### config.mk
export PLATFORM = sky130hd
export DESIGN_NAME = rlp_primitives
export DESIGN_NICKNAME = d
export VERILOG_FILES = /design/src/logic/rlp_pkg.sv /design/src/logic/rlp_primitives.sv
export SDC_FILE = /design/constraint.sdc
export NUM_CORES = 1
export LEC_CHECK = 0
export BUFFER_PORTS_ARGS = -buffer_cell sky130_fd_sc_hd__clkbuf_2
export CORE_AREA = 2 2 72 126
export CTS_BUF_LIST = sky130_fd_sc_hd__clkbuf_4 sky130_fd_sc_hd__clkbuf_8
export DETAILED_ROUTE_END_ITERATION = 10
export DIE_AREA = 0 0 74 128
export PLACE_DENSITY = 0.81
export SLEW_MARGIN = 20
export SYNTH_ARGS = -nofsm -noshare
export SYNTH_HDL_FRONTEND = slang
export SYNTH_SLANG_ARGS = --single-unit
### constraint.sdc
create_clock -name sys_clk -period 5.2 [get_ports sys_clk]
set_input_delay 1.04 -clock sys_clk [delete_from_list [all_inputs] [get_ports sys_clk]]
set_output_delay 1.04 -clock sys_clk [all_outputs]
set_load 0.02 [all_outputs]
### src/logic/rlp_pkg.sv
// Package for the relay logic primitives: widths, gate modes, carrier structs
package rlp_pkg;

    localparam int CMP_W = 16;
    localparam int TMR_W = 16;

    localparam logic [TMR_W-1:0] TMR_ZERO = 16'h0000;
    localparam logic [TMR_W-1:0] TMR_ONE = 16'h0001;

    typedef enum logic [2:0] {
        GATE_OR,
        GATE_XOR,
        GATE_NOR,
        GATE_AND,
        GATE_AND_INV,
        GATE_NAND
    } rlp_gate_mode_t;

    // Per-gate configuration: function plus independent inverters
    typedef struct packed {
        rlp_gate_mode_t mode;
        logic inv_a;
        logic inv_b;
        logic inv_out;
    } rlp_gate_cfg_t;

    typedef struct packed {
        logic [TMR_W-1:0] pickup;
        logic [TMR_W-1:0] dropout;
    } rlp_delay_cfg_t;

    typedef struct packed {
        logic [TMR_W-1:0] delay;
        logic [TMR_W-1:0] pulse;
    } rlp_edge_cfg_t;

    typedef struct packed {
        logic set;
        logic clr;
    } rlp_latch_in_t;

endpackage

### src/logic/rlp_primitives.sv
// Relay logic primitives evaluated once per processing interval
`timescale 1ns/1ns

module rlp_primitives #(
    parameter int CMP_W = rlp_pkg::CMP_W,
    parameter int TMR_W = rlp_pkg::TMR_W
) (
    input wire logic sys_clk, // 125 MHz clock
    input wire logic rst, // Asynchronous reset, active high
    input wire logic tick, // One-cycle pulse per processing interval
    input wire logic [CMP_W-1:0] cmp_a, // Comparator operand A
    input wire logic [CMP_W-1:0] cmp_b, // Comparator operand B
    output logic cmp_out, // A greater than B
    input wire rlp_pkg::rlp_gate_cfg_t gate_cfg, // Gate function and inverters
    input wire logic gate_a, // Gate input A
    input wire logic gate_b, // Gate input B
    output logic gate_out, // Gate result
    input wire rlp_pkg::rlp_delay_cfg_t dly_cfg, // Pickup and dropout in intervals
    input wire logic dly_in, // Delay timer input
    output logic dly_out, // Delay timer output
    input wire rlp_pkg::rlp_edge_cfg_t edge_cfg, // Delay and pulse in intervals
    input wire logic edge_in, // Edge timer input
    output logic edge_out, // Edge timer output
    output logic edge_busy, // Edge timer running, input ignored
    input wire rlp_pkg::rlp_latch_in_t latch_in, // Set and reset
    output logic latch_out, // Latch state
    input wire logic fall_in, // Falling-edge detector input
    output logic fall_out // One-interval pulse on falling edge
);

    // ==========================================================
    // Combinational next values, registered on each tick
    // ==========================================================
    function automatic logic gate_eval(input rlp_pkg::rlp_gate_cfg_t cfg,
                                       input logic a_raw, input logic b_raw);
        logic a;
        logic b;
        logic r;
        a = a_raw ^ cfg.inv_a;
        b = b_raw ^ cfg.inv_b;
        case (cfg.mode)
            rlp_pkg::GATE_OR: r = a | b;
            rlp_pkg::GATE_XOR: r = a ^ b;
            rlp_pkg::GATE_NOR: r = ~(a | b);
            rlp_pkg::GATE_AND: r = a & b;
            rlp_pkg::GATE_AND_INV: r = a & ~b;
            rlp_pkg::GATE_NAND: r = ~(a & b);
            default: r = 1'b0;
        endcase
        return r ^ cfg.inv_out;
    endfunction

    logic cmp_next;
    logic gate_next;
    assign cmp_next = cmp_a > cmp_b;
    assign gate_next = gate_eval(gate_cfg, gate_a, gate_b);

    always_ff @(posedge sys_clk or posedge rst) begin
        if (rst) begin
            cmp_out <= 1'b0;
            gate_out <= 1'b0;
        end else if (tick) begin
            cmp_out <= cmp_next;
            gate_out <= gate_next;
        end
    end

    // ==========================================================
    // Pickup / dropout delay timer
    // ==========================================================
    // Counts intervals the input has held its new level; output
    // follows the input once the count reaches pickup or exceeds dropout.
    logic [TMR_W-1:0] dly_cnt_reg;
    logic [TMR_W-1:0] dly_cnt_next;
    logic dly_out_next;

    always_comb begin
        dly_cnt_next = rlp_pkg::TMR_ZERO;
        dly_out_next = dly_out;
        if (dly_in && !dly_out) begin
            dly_cnt_next = dly_cnt_reg + rlp_pkg::TMR_ONE;
            if (dly_cnt_next >= dly_cfg.pickup || dly_cfg.pickup == rlp_pkg::TMR_ZERO) begin
                dly_out_next = 1'b1;
                dly_cnt_next = rlp_pkg::TMR_ZERO;
            end
        end else if (!dly_in && dly_out) begin
            dly_cnt_next = dly_cnt_reg + rlp_pkg::TMR_ONE;
            if (dly_cnt_next > dly_cfg.dropout || dly_cfg.dropout == rlp_pkg::TMR_ZERO) begin
                dly_out_next = 1'b0;
                dly_cnt_next = rlp_pkg::TMR_ZERO;
            end
        end
        // Any break in the input returns the count to zero
    end

    always_ff @(posedge sys_clk or posedge rst) begin
        if (rst) begin
            dly_cnt_reg <= rlp_pkg::TMR_ZERO;
            dly_out <= 1'b0;
        end else if (tick) begin
            dly_cnt_reg <= dly_cnt_next;
            dly_out <= dly_out_next;
        end
    end

    // ==========================================================
    // Edge-triggered timer with lockout
    // ==========================================================
    typedef enum logic [1:0] {
        EDGE_IDLE,
        EDGE_DELAY,
        EDGE_PULSE
    } rlp_edge_state_t;

    rlp_edge_state_t edge_state_reg;
    logic [TMR_W-1:0] edge_cnt_reg;
    logic edge_prev_reg;
    logic edge_rise;

    // The previous level is tracked on every tick, busy or not, so an input
    // held high through a run does not count as a new rise afterwards.
    assign edge_rise = edge_in && !edge_prev_reg;
    assign edge_busy = edge_state_reg != EDGE_IDLE;

    always_ff @(posedge sys_clk or posedge rst) begin
        if (rst) begin
            edge_state_reg <= EDGE_IDLE;
            edge_cnt_reg <= rlp_pkg::TMR_ZERO;
            edge_out <= 1'b0;
            edge_prev_reg <= 1'b0;
        end else if (tick) begin
            edge_prev_reg <= edge_in;
            case (edge_state_reg)
                EDGE_IDLE: begin
                    if (edge_rise) begin
                        if (edge_cfg.delay == rlp_pkg::TMR_ZERO) begin
                            edge_state_reg <= EDGE_PULSE;
                            edge_out <= 1'b1;
                        end else begin
                            edge_state_reg <= EDGE_DELAY;
                        end
                        edge_cnt_reg <= rlp_pkg::TMR_ONE;
                    end
                end
                EDGE_DELAY: begin
                    if (edge_cnt_reg >= edge_cfg.delay) begin
                        edge_state_reg <= EDGE_PULSE;
                        edge_out <= 1'b1;
                        edge_cnt_reg <= rlp_pkg::TMR_ONE;
                    end else begin
                        edge_cnt_reg <= edge_cnt_reg + rlp_pkg::TMR_ONE;
                    end
                end
                EDGE_PULSE: begin
                    if (edge_cnt_reg >= edge_cfg.pulse) begin
                        edge_state_reg <= EDGE_IDLE;
                        edge_out <= 1'b0;
                        edge_cnt_reg <= rlp_pkg::TMR_ZERO;
                    end else begin
                        edge_cnt_reg <= edge_cnt_reg + rlp_pkg::TMR_ONE;
                    end
                end
                default: begin
                    edge_state_reg <= EDGE_IDLE;
                    edge_out <= 1'b0;
                end
            endcase
        end
    end

    // ==========================================================
    // Set/reset latch and falling-edge detector
    // ==========================================================
    logic fall_prev_reg;

    always_ff @(posedge sys_clk or posedge rst) begin
        if (rst) begin
            latch_out <= 1'b0;
        end else if (tick) begin
            if (latch_in.clr) begin
                latch_out <= 1'b0;
            end else if (latch_in.set) begin
                latch_out <= 1'b1;
            end
        end
    end

    always_ff @(posedge sys_clk or posedge rst) begin
        if (rst) begin
            fall_prev_reg <= 1'b0;
            fall_out <= 1'b0;
        end else if (tick) begin
            fall_prev_reg <= fall_in;
            fall_out <= fall_prev_reg && !fall_in;
        end
    end

    // ==========================================================
    // Checks
    // ==========================================================
    // Typed gate settings, so that the comparisons below have a defined width
    localparam rlp_pkg::rlp_gate_cfg_t CFG_OR = '{rlp_pkg::GATE_OR, 1'b0, 1'b0, 1'b0};
    localparam rlp_pkg::rlp_gate_cfg_t CFG_XOR = '{rlp_pkg::GATE_XOR, 1'b0, 1'b0, 1'b0};
    localparam rlp_pkg::rlp_gate_cfg_t CFG_NOR = '{rlp_pkg::GATE_NOR, 1'b0, 1'b0, 1'b0};
    localparam rlp_pkg::rlp_gate_cfg_t CFG_AND = '{rlp_pkg::GATE_AND, 1'b0, 1'b0, 1'b0};
    localparam rlp_pkg::rlp_gate_cfg_t CFG_AND_INV = '{rlp_pkg::GATE_AND_INV, 1'b0, 1'b0, 1'b0};
    localparam rlp_pkg::rlp_gate_cfg_t CFG_NAND = '{rlp_pkg::GATE_NAND, 1'b0, 1'b0, 1'b0};
    localparam rlp_pkg::rlp_gate_cfg_t CFG_XOR_INV = '{rlp_pkg::GATE_XOR, 1'b1, 1'b0, 1'b1};
endmodule

# --- After elaboration in Yosys (flattened, before gate mapping) ---
# Cells that the tools add are included.
classes:
  n_addsub: 2
  n_lt_le_gt_ge: 5
  eq_ne: 12
  mux: 25
  bitwise_logic: 10
  n_reduce_logical: 25
op_table:
  columns: ["op", "n"]
  rows:
  - ["two-way mux 16 bit", 7]
  - [">= comparator 16 bit", 3]
  - ["zero test 16 bit", 3]
  - ["case mux 16 bit (3 select lines)", 1]
  - ["adder 16 x 1 -> 16 bit (second input constant)", 2]
  - ["greater-than comparator 16 bit", 2]
  - ["two-way mux 1 bit", 10]
  - ["two-way mux 2 bit", 4]
  - ["!= test 2 bit (second input constant)", 4]
  - ["AND reduction 4 bit", 2]
  - ["nonzero test 2 bit", 4]
  - ["equality test 3 x 2 -> 1 bit (second input constant)", 2]
  - ["equality test 3 bit (second input constant)", 2]
  - ["case mux 1 bit (6 select lines)", 1]
  - ["case mux 2 bit (3 select lines)", 1]
  - ["AND reduction 5 bit", 1]
  - ["logical AND 1 bit", 4]
  - ["zero test 1 bit", 4]
  - ["bitwise XOR 1 bit", 4]
  - ["equality test 3 x 1 -> 1 bit (second input constant)", 1]
  - ["zero test 3 bit", 1]
  - ["inverter 1 bit", 3]
  - ["case mux 1 bit (3 select lines)", 1]
  - ["AND reduction 3 bit", 1]
  - ["other kinds (9)", 11]
word_totals:
  regBits: 42
  inputBits: 112
  output_inout_bits: 7
  word_cells: 90

# --- Longest topological paths before layout ---
# Gate-level depths: netlist of the first run.
depth:
  depth_word: 6
  depth_mapped: 15
  depth_no_buf: 14

# --- Least setup slack after synthesis of the first run ---
# Ideal clock, no wire load.
synth_timing:
  path_type: "flip-flop to flip-flop"
  start: "reg dly_cnt_reg[0]"
  end: "reg dly_out"
  setup_ns: 0.125
  arrival_time_ns: 3.589
  required_time_ns: 5.075
  slack_ns: 1.486
  stages_incl_launch_ff: 15
  path_buffers: 0
  synth_period_minus_slack_ns: 3.714
  path_cell_list: "dfrtp_1 -> ha_1 -> and3_1 -> and4_1 -> nand3_1 -> or2_2 -> xnor2_1 -> ha_1 -> nand4_1 -> or3_1 -> o41ai_1 -> o31ai_1 -> or2_1 -> or3_1 -> mux2_4"
synth_via:
  elab_chain_len: 5
  word_cells_on_any_way: 8
  cone_classes: "1 x add/sub; 2 x order compare; 1 x eq/ne; 4 x reduce/logical"
synth_rtl:
  columns: ["item", "line", "rtl"]
  rows:
  - ["start: declaration", "rlp_primitives.sv:73", "logic [TMR_W-1:0] dly_cnt_reg;"]
  - ["start signal: assignment", "rlp_primitives.sv:98", "dly_cnt_reg <= rlp_pkg::TMR_ZERO;"]
  - ["start signal: assignment", "rlp_primitives.sv:101", "dly_cnt_reg <= dly_cnt_next;"]
  - ["adder 16 x 1 -> 16 bit *", "rlp_primitives.sv:81, rlp_primitives.sv:87", null]
  - [">= comparator 16 bit / greater-than comparator 16 bit (equally long branches)", "rlp_primitives.sv:82, rlp_primitives.sv:88", null]
  - ["logical OR 1 bit (on tied branches)", "rlp_primitives.sv:82, rlp_primitives.sv:88", null]
  - ["!= test 2 x 1 -> 1 bit (no source line) / nonzero test 2 bit (equally long branches)", null, null]
  - ["AND reduction 4 bit (no source line) *", null, null]
  - ["end signal: assignment", "rlp_primitives.sv:102", "dly_out <= dly_out_next;"]
  - ["end: declaration", "rlp_primitives.sv:20", "output logic dly_out,"]
# Mark *: on every way between the ends. The rest lies on a longest branch, timed or not.
# A chain may end at the register's enable or synchronous reset.

# --- Worst setup path in the final report of the first run ---
layout_timing:
  start: "reg dly_cnt_reg[0]"
  end: "reg dly_cnt_reg[11]"
layout_via:
  elab_chain_len: 6
  word_cells_on_any_way: 9
  cone_classes: "1 x add/sub; 2 x order compare; 4 x mux; 2 x reduce/logical"
layout_rtl:
  columns: ["item", "line", "rtl"]
  rows:
  - ["adder 16 x 1 -> 16 bit *", "rlp_primitives.sv:81, rlp_primitives.sv:87", null]
  - ["greater-than comparator 16 bit", "rlp_primitives.sv:88", "if (dly_cnt_next > dly_cfg.dropout || dly_cfg.dropout == rlp_pkg::TMR_ZERO) begin"]
  - ["logical OR 1 bit", "rlp_primitives.sv:88", null]
  - ["two-way mux 16 bit", "rlp_primitives.sv:88", null]
  - ["two-way mux 16 bit", "rlp_primitives.sv:86", "end else if (!dly_in && dly_out) begin"]
  - ["two-way mux 16 bit *", "rlp_primitives.sv:80", "if (dly_in && !dly_out) begin"]
# Marked as above.

==> impl_metrics.py, run 1 <==
metrics = {
    "finish": {
        "layout-drive-gt1-share_pct": 21.3,
        "stdcell_area_um2": 5390,
        "fin_nets": 882,
        "antenna_cells": 0,
        "area_growth_pct": 18.7,
    },
    "logic_synthesis": {
        "synth-adder-area-share_pct": 25.1,
        "synthFlopType": "dfrtp_1",
        "ys_ff_latch": 42,
        "avgSynthCellArea_um2": 8.08,
        "synth_warnings": 0,
        "synth.area.mux_share_pct": 2.29,
        "yosys.area_share.simple_pct": 18.9,
        "ys_types": 51,
        "synth_compound_area_share_pct": 17.6,
        "synthesis.area_um2": 4540,
        "syn_nets": 765,
        "ys_seq_area_share_pct": 23.1,
        "synth-xor-area-share_pct": 3.47,
        "synthArstFlopShare_pct": 100,
        "synth_edf_count": 0,
        "synth_top_family_by_area": "adder cells",
        "synthCells": 562,
    },
    "die": {
        "start_util_pct": 53.4,
        "dieArea_um2": 9470,
        "ioPinCount": 119,
        "coreArea_um2": 8500,
        "fp.dieH_um": 128,
        "rows": 45,
        "die_w_um": 74,
    },
    "clocking": {
        "holdBufCountCts": 0,
        "cts_made_buffers": 5,
        "cts_setup_buffers": 0,
        "clkTransAtPathRegs_ns": 0.09,
        "cts-resized-gates": 0,
        "cts_buffer_depth": 2,
        "clkLatencyLatePin_ns": 0.30,
        "htreeDepth": 2,
        "cts.sinks": 42,
        "tritoncts": "yes",
        "root_buffer": "clkbuf_8",
    },
    "setup_path": {
        "critPathArrivalTime_ns": 4.53,
        "crit_path_max_incr_delay_ns": 0.59,
        "crit_fanout": 18,
        "cp_num_buf_inv": 0,
        "critical_path_required_ns": 5.40,
        "cpMostUsedCell": "nand4_1",
        "startpoint_type": "register",
        "cp_slowest_cell": "o21ai_2",
        "crit_type": "register to register",
        "worstPathCellList": "nand4_1 > nor3_1 > and2_1 > and3_1 > nand3_1 > xnor2_1 > ha_1 > nand4_1 > or3_1 > o41ai_1 > o31ai_1 > o21ai_2 > o21ai_0 > a21o_1",
        "end_kind": "register",
        "cp_top_family": "simple AND/OR/NAND/NOR gates",
    },
    "pwr": {
        "leakagePower_nw": 2.94,
        "ir_drop_mv": 0.201,
        "p_per_area_nw_per_um2": 248,
        "power_mw": 1.34,
    },
    "grt": {
        "grt_start_max_net_pins": 43,
        "antenna_found_initial": 0,
        "grt-ovfl-total": 0,
        "gr-usage-all-layers_pct": 26.5,
        "grt_pass1_wl_um": 19600,
        "grt_pass1_vias": 4660,
    },
    "timing": {
        "timing.slew.headroom_pct": 45.5,
        "worst_pin_slew_ns": 0.797,
        "finClkSkew_ns": 0.00331,
        "slew_violations": 0,
        "max_freq_mhz": 231,
        "setup_viol": 0,
        "fin_crit_ns": 4.33,
        "rsz0062_at_grt": "no",
        "timing.setup.tns_ns": 0,
        "hold_violations": 0,
        "finalCritPeriodShare_pct": 83.2,
    },
    "detailed_routing": {
        "viasPerCell": 5.72,
        "avgRoutedWirePerCell_um": 15.2,
        "antenna_left": 0,
        "firstDrtPassIters": 4,
        "num_vias": 4557,
        "wl_um": 12100,
        "drc_errors": 0,
        "drt_iter0_markers": 184,
    },
    "placed_design": {
        "place_congestion": 0.955,
        "io_buffers": 118,
        "dpl.hpwl_um": 10200,
        "placed_area_um2": 5250,
    },
    "outcome": {
        "outcome": "complete, no violations",
    },
    "hold_path": {
        "min-delay-path-class": "register to register",
    },
    "flow_run": {
        "maxCapViolations": 0,
    },
}
[final cells by class]
type | instances | area [um2]
clock inverters | 3 | 68.8
repair buffers | 120 | 606
inverters | 104 | 390
flip-flops and latches | 42 | 1050
fillers | 707 | 3110
well taps | 117 | 146
multi-input cells | 406 | 3060
clock buffers | 5 | 68.8
[worst paths after layout]
check | startpoint | endpoint | slack [ns] | cells past startpoint
min in group asynchronous | rst | dly_cnt_reg[3] | 0.84 | 3
worst max register to register | dly_cnt_reg[0] | dly_cnt_reg[11] | 0.87 | 14
worst min register to register | gate_out | gate_out | 0.51 | 1
max in group asynchronous | rst | dly_cnt_reg[10] | 3.97 | 3
worst max-delay path | dly_cnt_reg[0] | dly_cnt_reg[11] | 0.87 | 14
worst min-delay path | gate_out | gate_out | 0.51 | 1
[cell usage after synthesis, drive strengths merged (8+ instances only)]
| cell type | number | area (um2) |
|---|---|---|
| ha | 91 | 1140 |
| xnor2 | 11 | 96.3 |
| o2bb2ai | 9 | 78.8 |
| inv | 104 | 390 |
| nor2 | 16 | 60.1 |
| nand3 | 19 | 95.1 |
| nand2 | 48 | 180 |
| a21oi | 33 | 165 |
| nor4 | 14 | 87.6 |
| o21ai | 23 | 119 |
| dfrtp | 42 | 1050 |
| a31oi | 9 | 56.3 |
| nand4 | 22 | 138 |
| o22ai | 12 | 75.1 |
| a21o | 9 | 67.6 |
| mux2 | 8 | 93.8 |
[stage by stage]
| step | hold WS [ns] | utilization, % | std cells | setup slack [ns] |
|---|---|---|---|---|
| floorplan | 0.481 | - | 562 | 1.49 |
| global placement | 0.478 | 61.8 | 789 | 1.13 |
| detailed placement | 0.495 | 61.8 | 789 | 0.918 |
| CTS | 0.516 | 63.4 | 797 | 0.864 |
| global route | 0.534 | 63.4 | 797 | 0.574 |
| finish | 0.511 | 63.4 | 797 | 0.874 |
[power breakdown]
part	total [mW]	switching, mW	leakage [nW]	internal, mW
clock network	0.323	0.130	0.0683	0.193
logic	0.601	0.365	2.30	0.236
registers	0.413	0.0487	0.565	0.365
[placed cells by master (no fill, tap or decap), types with 5 or more instances in the layout]
cell and instances:
nand2_1 48, nand2b_1 6, nand3_1 19, nor4_1 14
clkbuf_8 5, nor3_1 7, inv_1 103, a21oi_1 33
ha_1 91, mux2_2 7, o21ai_0 22, nor2_1 16
a31oi_1 9, clkbuf_2 118, or2_2 5, nor2b_1 7
or3_1 7, nand4_1 22, xor2_1 7, o22ai_1 12
dfrtp_1 42, xnor2_1 11, o2bb2ai_1 9, a21o_1 9
[cells by family after synthesis]
group,after synthesis
AO/OA/AOI/OAI,123
XOR/XNOR,18
buffers and inverters,114
multiplexers,9
flip-flops,42
adder cells (fa/ha/maj),91
AND/OR/NAND/NOR,165
[per-layer routing]
layer | wire, um | GRT usage, % | up-vias
met5 | 0 | 0 | -
met4 | 637 | 15.0 | 0
met3 | 445 | 3.38 | 41
met2 | 6790 | 51.8 | 136
met1 | 4250 | 24.6 | 2141
li1 | - | - | 2239
No activity file was read; power rests on OpenSTA's default activity.
==> run 2, diff against run 1 <==
==> constraint.sdc (replaced) <==
create_clock -name sys_clk -period 4.3 [get_ports sys_clk]
set_input_delay 0.86 -clock sys_clk [delete_from_list [all_inputs] [get_ports sys_clk]]
set_output_delay 0.86 -clock sys_clk [all_outputs]
set_load 0.02 [all_outputs]
==> run 2 against run 1 <==
  * Worst hold slack worse by 0.010 ns
  * Sequential share of layout area down 0.11 points
  * Clock-buffer cell count is the same
  * Global-route usage down 0.37 points
  * Critical path depth stayed put
  * Power increased by 21%
  * Design area increased by 0.56%
  * Maximum frequency grew 5.0%
  * Flip-flop and latch count is the same
  * Critical endpoint is now dly_out
  * Highest routed layer unchanged
==> impl_metrics.py, run 2 (same netlist as run 1, synthesis figures left out) <==
metrics = {
    "outcome": {
        "outcome": "complete, no violations",
    },
    "die": {
        "coreArea_um2": 8500,
        "dieArea_um2": 9470,
        "die_w_um": 74,
        "start_util_pct": 53.4,
        "ioPinCount": 119,
        "rows": 45,
        "fp.dieH_um": 128,
    },
    "timing": {
        "setup_viol": 0,
        "finClkSkew_ns": 0.0119,
        "max_freq_mhz": 243,
        "timing.setup.tns_ns": 0,
        "fin_crit_ns": 4.12,
        "rsz0062_at_grt": "no",
        "slew_violations": 0,
        "worst_pin_slew_ns": 0.843,
        "hold_violations": 0,
        "timing.slew.headroom_pct": 42.3,
        "finalCritPeriodShare_pct": 95.8,
    },
    "setup_path": {
        "crit_path_max_incr_delay_ns": 0.46,
        "crit_fanout": 7,
        "critical_path_required_ns": 4.50,
        "cp.depth": 14,
        "cp_num_buf_inv": 0,
        "crit_type": "register to register",
        "r2r-end": "dly_out",
        "cp_top_family": "simple AND/OR/NAND/NOR gates",
        "cp_slowest_cell": "dfrtp_1",
        "r2r_slack_ns": 0.18,
        "startpoint_type": "register",
        "worstPathCellList": "ha_1 > and3_1 > and4_1 > nand3_1 > or2_2 > xnor2_1 > ha_1 > nand4_1 > or3_1 > o41ai_1 > o31ai_1 > or2_1 > or3_1 > mux2_4",
        "rr_worst_depth": 14,
        "r2r_start": "dly_cnt_reg[0]",
        "end_kind": "register",
        "critPathArrivalTime_ns": 4.31,
    },
    "grt": {
        "grt_start_max_net_pins": 43,
        "grt_pass1_wl_um": 19500,
        "gr-usage-all-layers_pct": 26.1,
        "grt-ovfl-total": 0,
        "antenna_found_initial": 0,
        "grt_pass1_vias": 4594,
    },
    "hold_path": {
        "min-delay-path-class": "register to register",
        "min_to": "fall_out",
        "min_path_cells": 1,
        "hold_start": "fall_out",
    },
    "detailed_routing": {
        "viasPerCell": 5.65,
        "firstDrtPassIters": 4,
        "drt_iter0_markers": 145,
        "antenna_left": 0,
        "avgRoutedWirePerCell_um": 14.9,
        "num_vias": 4525,
        "drt-met1-wl_um": 4180,
        "wl_met3_um": 472,
        "wl_um": 12000,
        "drc_errors": 0,
        "wl_met2_um": 6710,
        "routed.top_layer": "met4",
    },
    "finish": {
        "layout-drive-gt1-share_pct": 21.8,
        "n_fill_cell": 733,
        "fin_cells": 801,
        "fin_nets": 886,
        "stdcell_area_um2": 5420,
        "mostFrequentLayoutCells": "118 x clkbuf_2, 103 x inv_1, 91 x ha_1, 48 x nand2_1, 42 x dfrtp_1",
        "mostFrequentLayoutCell": "clkbuf_2",
        "final_util_pct": 63.8,
        "antenna_cells": 0,
        "area_growth_pct": 19.4,
    },
    "pwr": {
        "ir_drop_mv": 0.223,
        "power_mw": 1.61,
        "leakagePower_nw": 2.96,
        "p_per_area_nw_per_um2": 298,
    },
    "flow_run": {
        "maxCapViolations": 0,
    },
    "placed_design": {
        "io_buffers": 118,
        "placedCellCount": 793,
        "place_congestion": 0.941,
        "dpl.hpwl_um": 10200,
        "placed_area_um2": 5280,
    },
    "clocking": {
        "cts_buffer_depth": 2,
        "tritoncts": "yes",
        "cts_setup_buffers": 0,
        "htreeDepth": 2,
        "cts.sinks": 42,
        "root_buffer": "clkbuf_8",
        "holdBufCountCts": 0,
        "clkTransAtPathRegs_ns": 0.09,
        "clkLatencyLatePin_ns": 0.30,
        "cts-resized-gates": 0,
        "cts_made_buffers": 5,
    },
}
[run 2: cell types whose count changed in the layout (fill, tap and decap cells not counted)]
cell | previous run | this run
buf_4 | 2 | 6
[run 2: where the power goes]
part           total [mW]  internal (mW)  switching [mW]
clock               0.382          0.233           0.149
combinational       0.732          0.294           0.438
sequential          0.501          0.441          0.0601
[run 2: area by class of cell]
class / count / area (um2) / share of cell area, %
well taps: 117 / 146 / 2.70
clock inverters: 3 / 68.8 / 1.27
inverters: 104 / 390 / 7.20
flip-flops and latches: 42 / 1050 / 19.4
multi-input cells: 406 / 3060 / 56.4
clock buffers: 5 / 68.8 / 1.27
repair buffers: 124 / 636 / 11.7
[run 2: stage by stage]
stage | setup slack (ns) | hold slack [ns]
final | 0.181 | 0.501
after global routing | 0.0203 | 0.528
after global placement | 0.329 | 0.478
after CTS | 0.175 | 0.504
after detailed placement | 0.187 | 0.473
after floorplan | 0.586 | 0.481
[run 2: worst max path at each step]
stage,from,to
3_3_place_gp,dly_cnt_reg[0],dly_out
5_1_grt,dly_cnt_reg[0],dly_out
6_report,dly_cnt_reg[0],dly_out
2_1_floorplan,dly_cnt_reg[0],dly_out
4_1_cts,dly_cnt_reg[0],dly_out
3_5_place_dp,dly_cnt_reg[0],dly_out
[run 2: worst register-to-register path, cell delays in order, from the launching register on]
cell and delay, ns:
dfrtp_1 0.46, ha_1 0.26, and3_1 0.25, and4_1 0.26
nand3_1 0.15, or2_2 0.34, xnor2_1 0.17, ha_1 0.31
nand4_1 0.13, or3_1 0.39, o41ai_1 0.29, o31ai_1 0.13
or2_1 0.25, or3_1 0.33, mux2_4 0.30
[run 2: metal layers]
metal / up-vias / GRT usage (%)
li1: 2247 / -
met2: 157 / 51.8
met5: - / 0
met1: 2082 / 25.1
met4: 0 / 13.5
met3: 39 / 1.89
==> run 3, diff against run 2 <==
--- a/config.mk
+++ b/config.mk
@@ -5,12 +5,13 @@
 export SDC_FILE = /design/constraint.sdc
 export NUM_CORES = 1
 export LEC_CHECK = 0
-export BUFFER_PORTS_ARGS = -buffer_cell sky130_fd_sc_hd__clkbuf_2
 export CORE_AREA = 2 2 72 126
 export CTS_BUF_LIST = sky130_fd_sc_hd__clkbuf_4 sky130_fd_sc_hd__clkbuf_8
 export DETAILED_ROUTE_END_ITERATION = 10
 export DIE_AREA = 0 0 74 128
-export PLACE_DENSITY = 0.81
+export DONT_BUFFER_PORTS = 1
+export MAX_ROUTING_LAYER = met4
+export PLACE_DENSITY = 0.69
 export SLEW_MARGIN = 20
 export SYNTH_ARGS = -nofsm -noshare
 export SYNTH_HDL_FRONTEND = slang
==> run 3 against run 2 <==
  * Die area stayed put
  * Clock power fell by 27%
  * Clock skew decreased by 0.0064 ns
  * Worst hold slack better by 0.014 ns
  * Critical path depth stayed put
  * Highest routed layer unchanged
  * Maximum frequency grew 0.84%
  * Routed wire length decreased by 4.5%
==> impl_metrics.py, run 3 (same netlist as run 1, synthesis figures left out) <==
metrics = {
    "outcome": {
        "outcome": "complete, no violations",
    },
    "finish": {
        "area_growth_pct": 5.10,
        "mostFrequentLayoutCell": "inv_1",
        "final_util_pct": 56.1,
        "mostFrequentLayoutCells": "103 x inv_1, 91 x ha_1, 48 x nand2_1, 42 x dfrtp_1, 33 x a21oi_1",
        "fin_cells": 681,
        "layout-drive-gt1-share_pct": 5.14,
        "seq_area_um2": 1050,
        "multiInputGateArea_um2": 3060,
        "fin_nets": 766,
        "antenna_cells": 0,
        "n_fill_cell": 790,
    },
    "die": {
        "die_w_um": 74,
        "rows": 45,
        "coreArea_um2": 8500,
        "ioPinCount": 119,
        "dieArea_um2": 9470,
        "start_util_pct": 53.4,
        "fp.dieH_um": 128,
    },
    "setup_path": {
        "crit_path_end": "dly_out",
        "crit_start": "dly_cnt_reg[0]",
        "crit_type": "register to register",
        "r2r-end": "dly_out",
        "startpoint_type": "register",
        "r2r_start": "dly_cnt_reg[0]",
        "rr_worst_depth": 14,
        "critPathArrivalTime_ns": 4.28,
        "crit_fanout": 7,
        "r2r_slack_ns": 0.22,
        "end_kind": "register",
        "critical_path_required_ns": 4.49,
    },
    "detailed_routing": {
        "drt_iter0_markers": 231,
        "viasPerCell": 5.99,
        "num_vias": 4078,
        "antenna_left": 0,
        "firstDrtPassIters": 4,
        "wl_um": 11400,
        "drc_errors": 0,
        "avgRoutedWirePerCell_um": 16.8,
    },
    "placed_design": {
        "place_congestion": 0.941,
        "io_buffers": 0,
        "dpl.hpwl_um": 9550,
        "placedCellCount": 673,
    },
    "pwr": {
        "p_int_mw": 0.819,
        "p_clk_share_pct": 19.5,
        "power_frac_seq_pct": 36.2,
        "p_comb_share_pct": 44.3,
        "leakagePower_nw": 2.44,
        "switchingPower_mw": 0.617,
        "p_per_area_nw_per_um2": 301,
        "p_sw_share_pct": 43.0,
        "ir_drop_mv": 0.218,
    },
    "clocking": {
        "clkTransAtPathRegs_ns": 0.08,
        "root_buffer": "clkbuf_8",
        "tritoncts": "yes",
        "cts-resized-gates": 0,
        "holdBufCountCts": 0,
        "clkLatencyLatePin_ns": 0.30,
        "cts_made_buffers": 5,
        "htreeDepth": 2,
        "cts_buffer_depth": 2,
        "cts.sinks": 42,
        "cts_setup_buffers": 0,
    },
    "timing": {
        "max_freq_mhz": 245,
        "finalCritPeriodShare_pct": 95.0,
        "finClkSkew_ns": 0.00548,
        "rsz0062_at_grt": "no",
        "hold_violations": 0,
        "timing.setup.tns_ns": 0,
        "setup_viol": 0,
        "slew_violations": 0,
        "worst_pin_slew_ns": 0.839,
        "timing.slew.headroom_pct": 42.6,
        "fin_crit_ns": 4.08,
    },
    "flow_run": {
        "maxCapViolations": 0,
    },
    "grt": {
        "grt-ovfl-total": 0,
        "antenna_found_initial": 0,
        "grt_pass1_wl_um": 18300,
        "grt_pass1_vias": 4132,
        "grt_start_max_net_pins": 43,
        "gr-usage-all-layers_pct": 25.8,
    },
    "hold_path": {
        "min-delay-path-class": "register to register",
    },
}
run 3: cell types whose count changed in the layout (fill, tap and decap cells not counted):
cell       change
clkbuf_2     -118
buf_4          -2
bufinv_16      -2
clkbuf_4       +1
clkbuf_8       +1
clkinv_2       +1
clkinv_4       -1
run 3: layout make-up:
| type | count | share of cell area [%] |
|---|---|---|
| timing repair buffer | 4 | 0.629 |
| tap | 117 | 3.07 |
| sequential | 42 | 22.0 |
| multi-input combinational | 406 | 64.1 |
| inverter | 104 | 8.18 |
| clock buffer | 7 | 1.89 |
| clock inverter | 1 | 0.105 |
run 3: worst min path at each step:
stage | from | depth (start not counted) | slack, ns | endpoint
floorplan | fall_prev_reg | 1 | 0.48 | fall_prev_reg
global placement | edge_prev_reg | 1 | 0.49 | edge_prev_reg
detailed placement | fall_prev_reg | 1 | 0.50 | fall_prev_reg
CTS | fall_prev_reg | 1 | 0.52 | fall_prev_reg
global route | fall_prev_reg | 1 | 0.52 | fall_prev_reg
finish | fall_prev_reg | 1 | 0.52 | fall_prev_reg
run 3: through the flow:
stage	setup WS, ns	power [mW]	area, um2	hold WS (ns)
after global routing	0.0181	1.54	4770	0.525
after CTS	0.203	1.44	4770	0.517
after floorplan	0.586	0.982	4540	0.481
after global placement	0.323	1.13	4680	0.490
after detailed placement	0.199	1.16	4680	0.497
final	0.215	1.44	4770	0.515
run 3: worst max-delay path, stage by stage (launching register included):
cell and delay (ns):
dfrtp_1 0.46, ha_1 0.26, and3_1 0.23, and4_1 0.24, nand3_1 0.16, or2_2 0.34
xnor2_1 0.16, ha_1 0.31, nand4_1 0.12, or3_1 0.39, o41ai_1 0.29, o31ai_1 0.14
or2_1 0.24, or3_1 0.33, mux2_4 0.30
run 3: per-layer routing:
layer / share of wire (%) / track usage (%) / vias to the layer above
met3: 3.8 / 3.38 / 41
met5: 0 / - / -
met2: 55 / 46.3 / 136
met4: 5.7 / 15.4 / 0
met1: 35 / 25.3 / 1904
li1: - / - / 1997
run 3: power by group through the flow:
stage / Clock (mW) / Sequential, mW / Combinational (mW)
finish: 0.280 / 0.519 / 0.636
detailed placement: 0 / 0.527 / 0.629
CTS: 0.290 / 0.520 / 0.633
floorplan: 0 / 0.509 / 0.473
global route: 0.302 / 0.529 / 0.712
global placement: 0 / 0.525 / 0.607
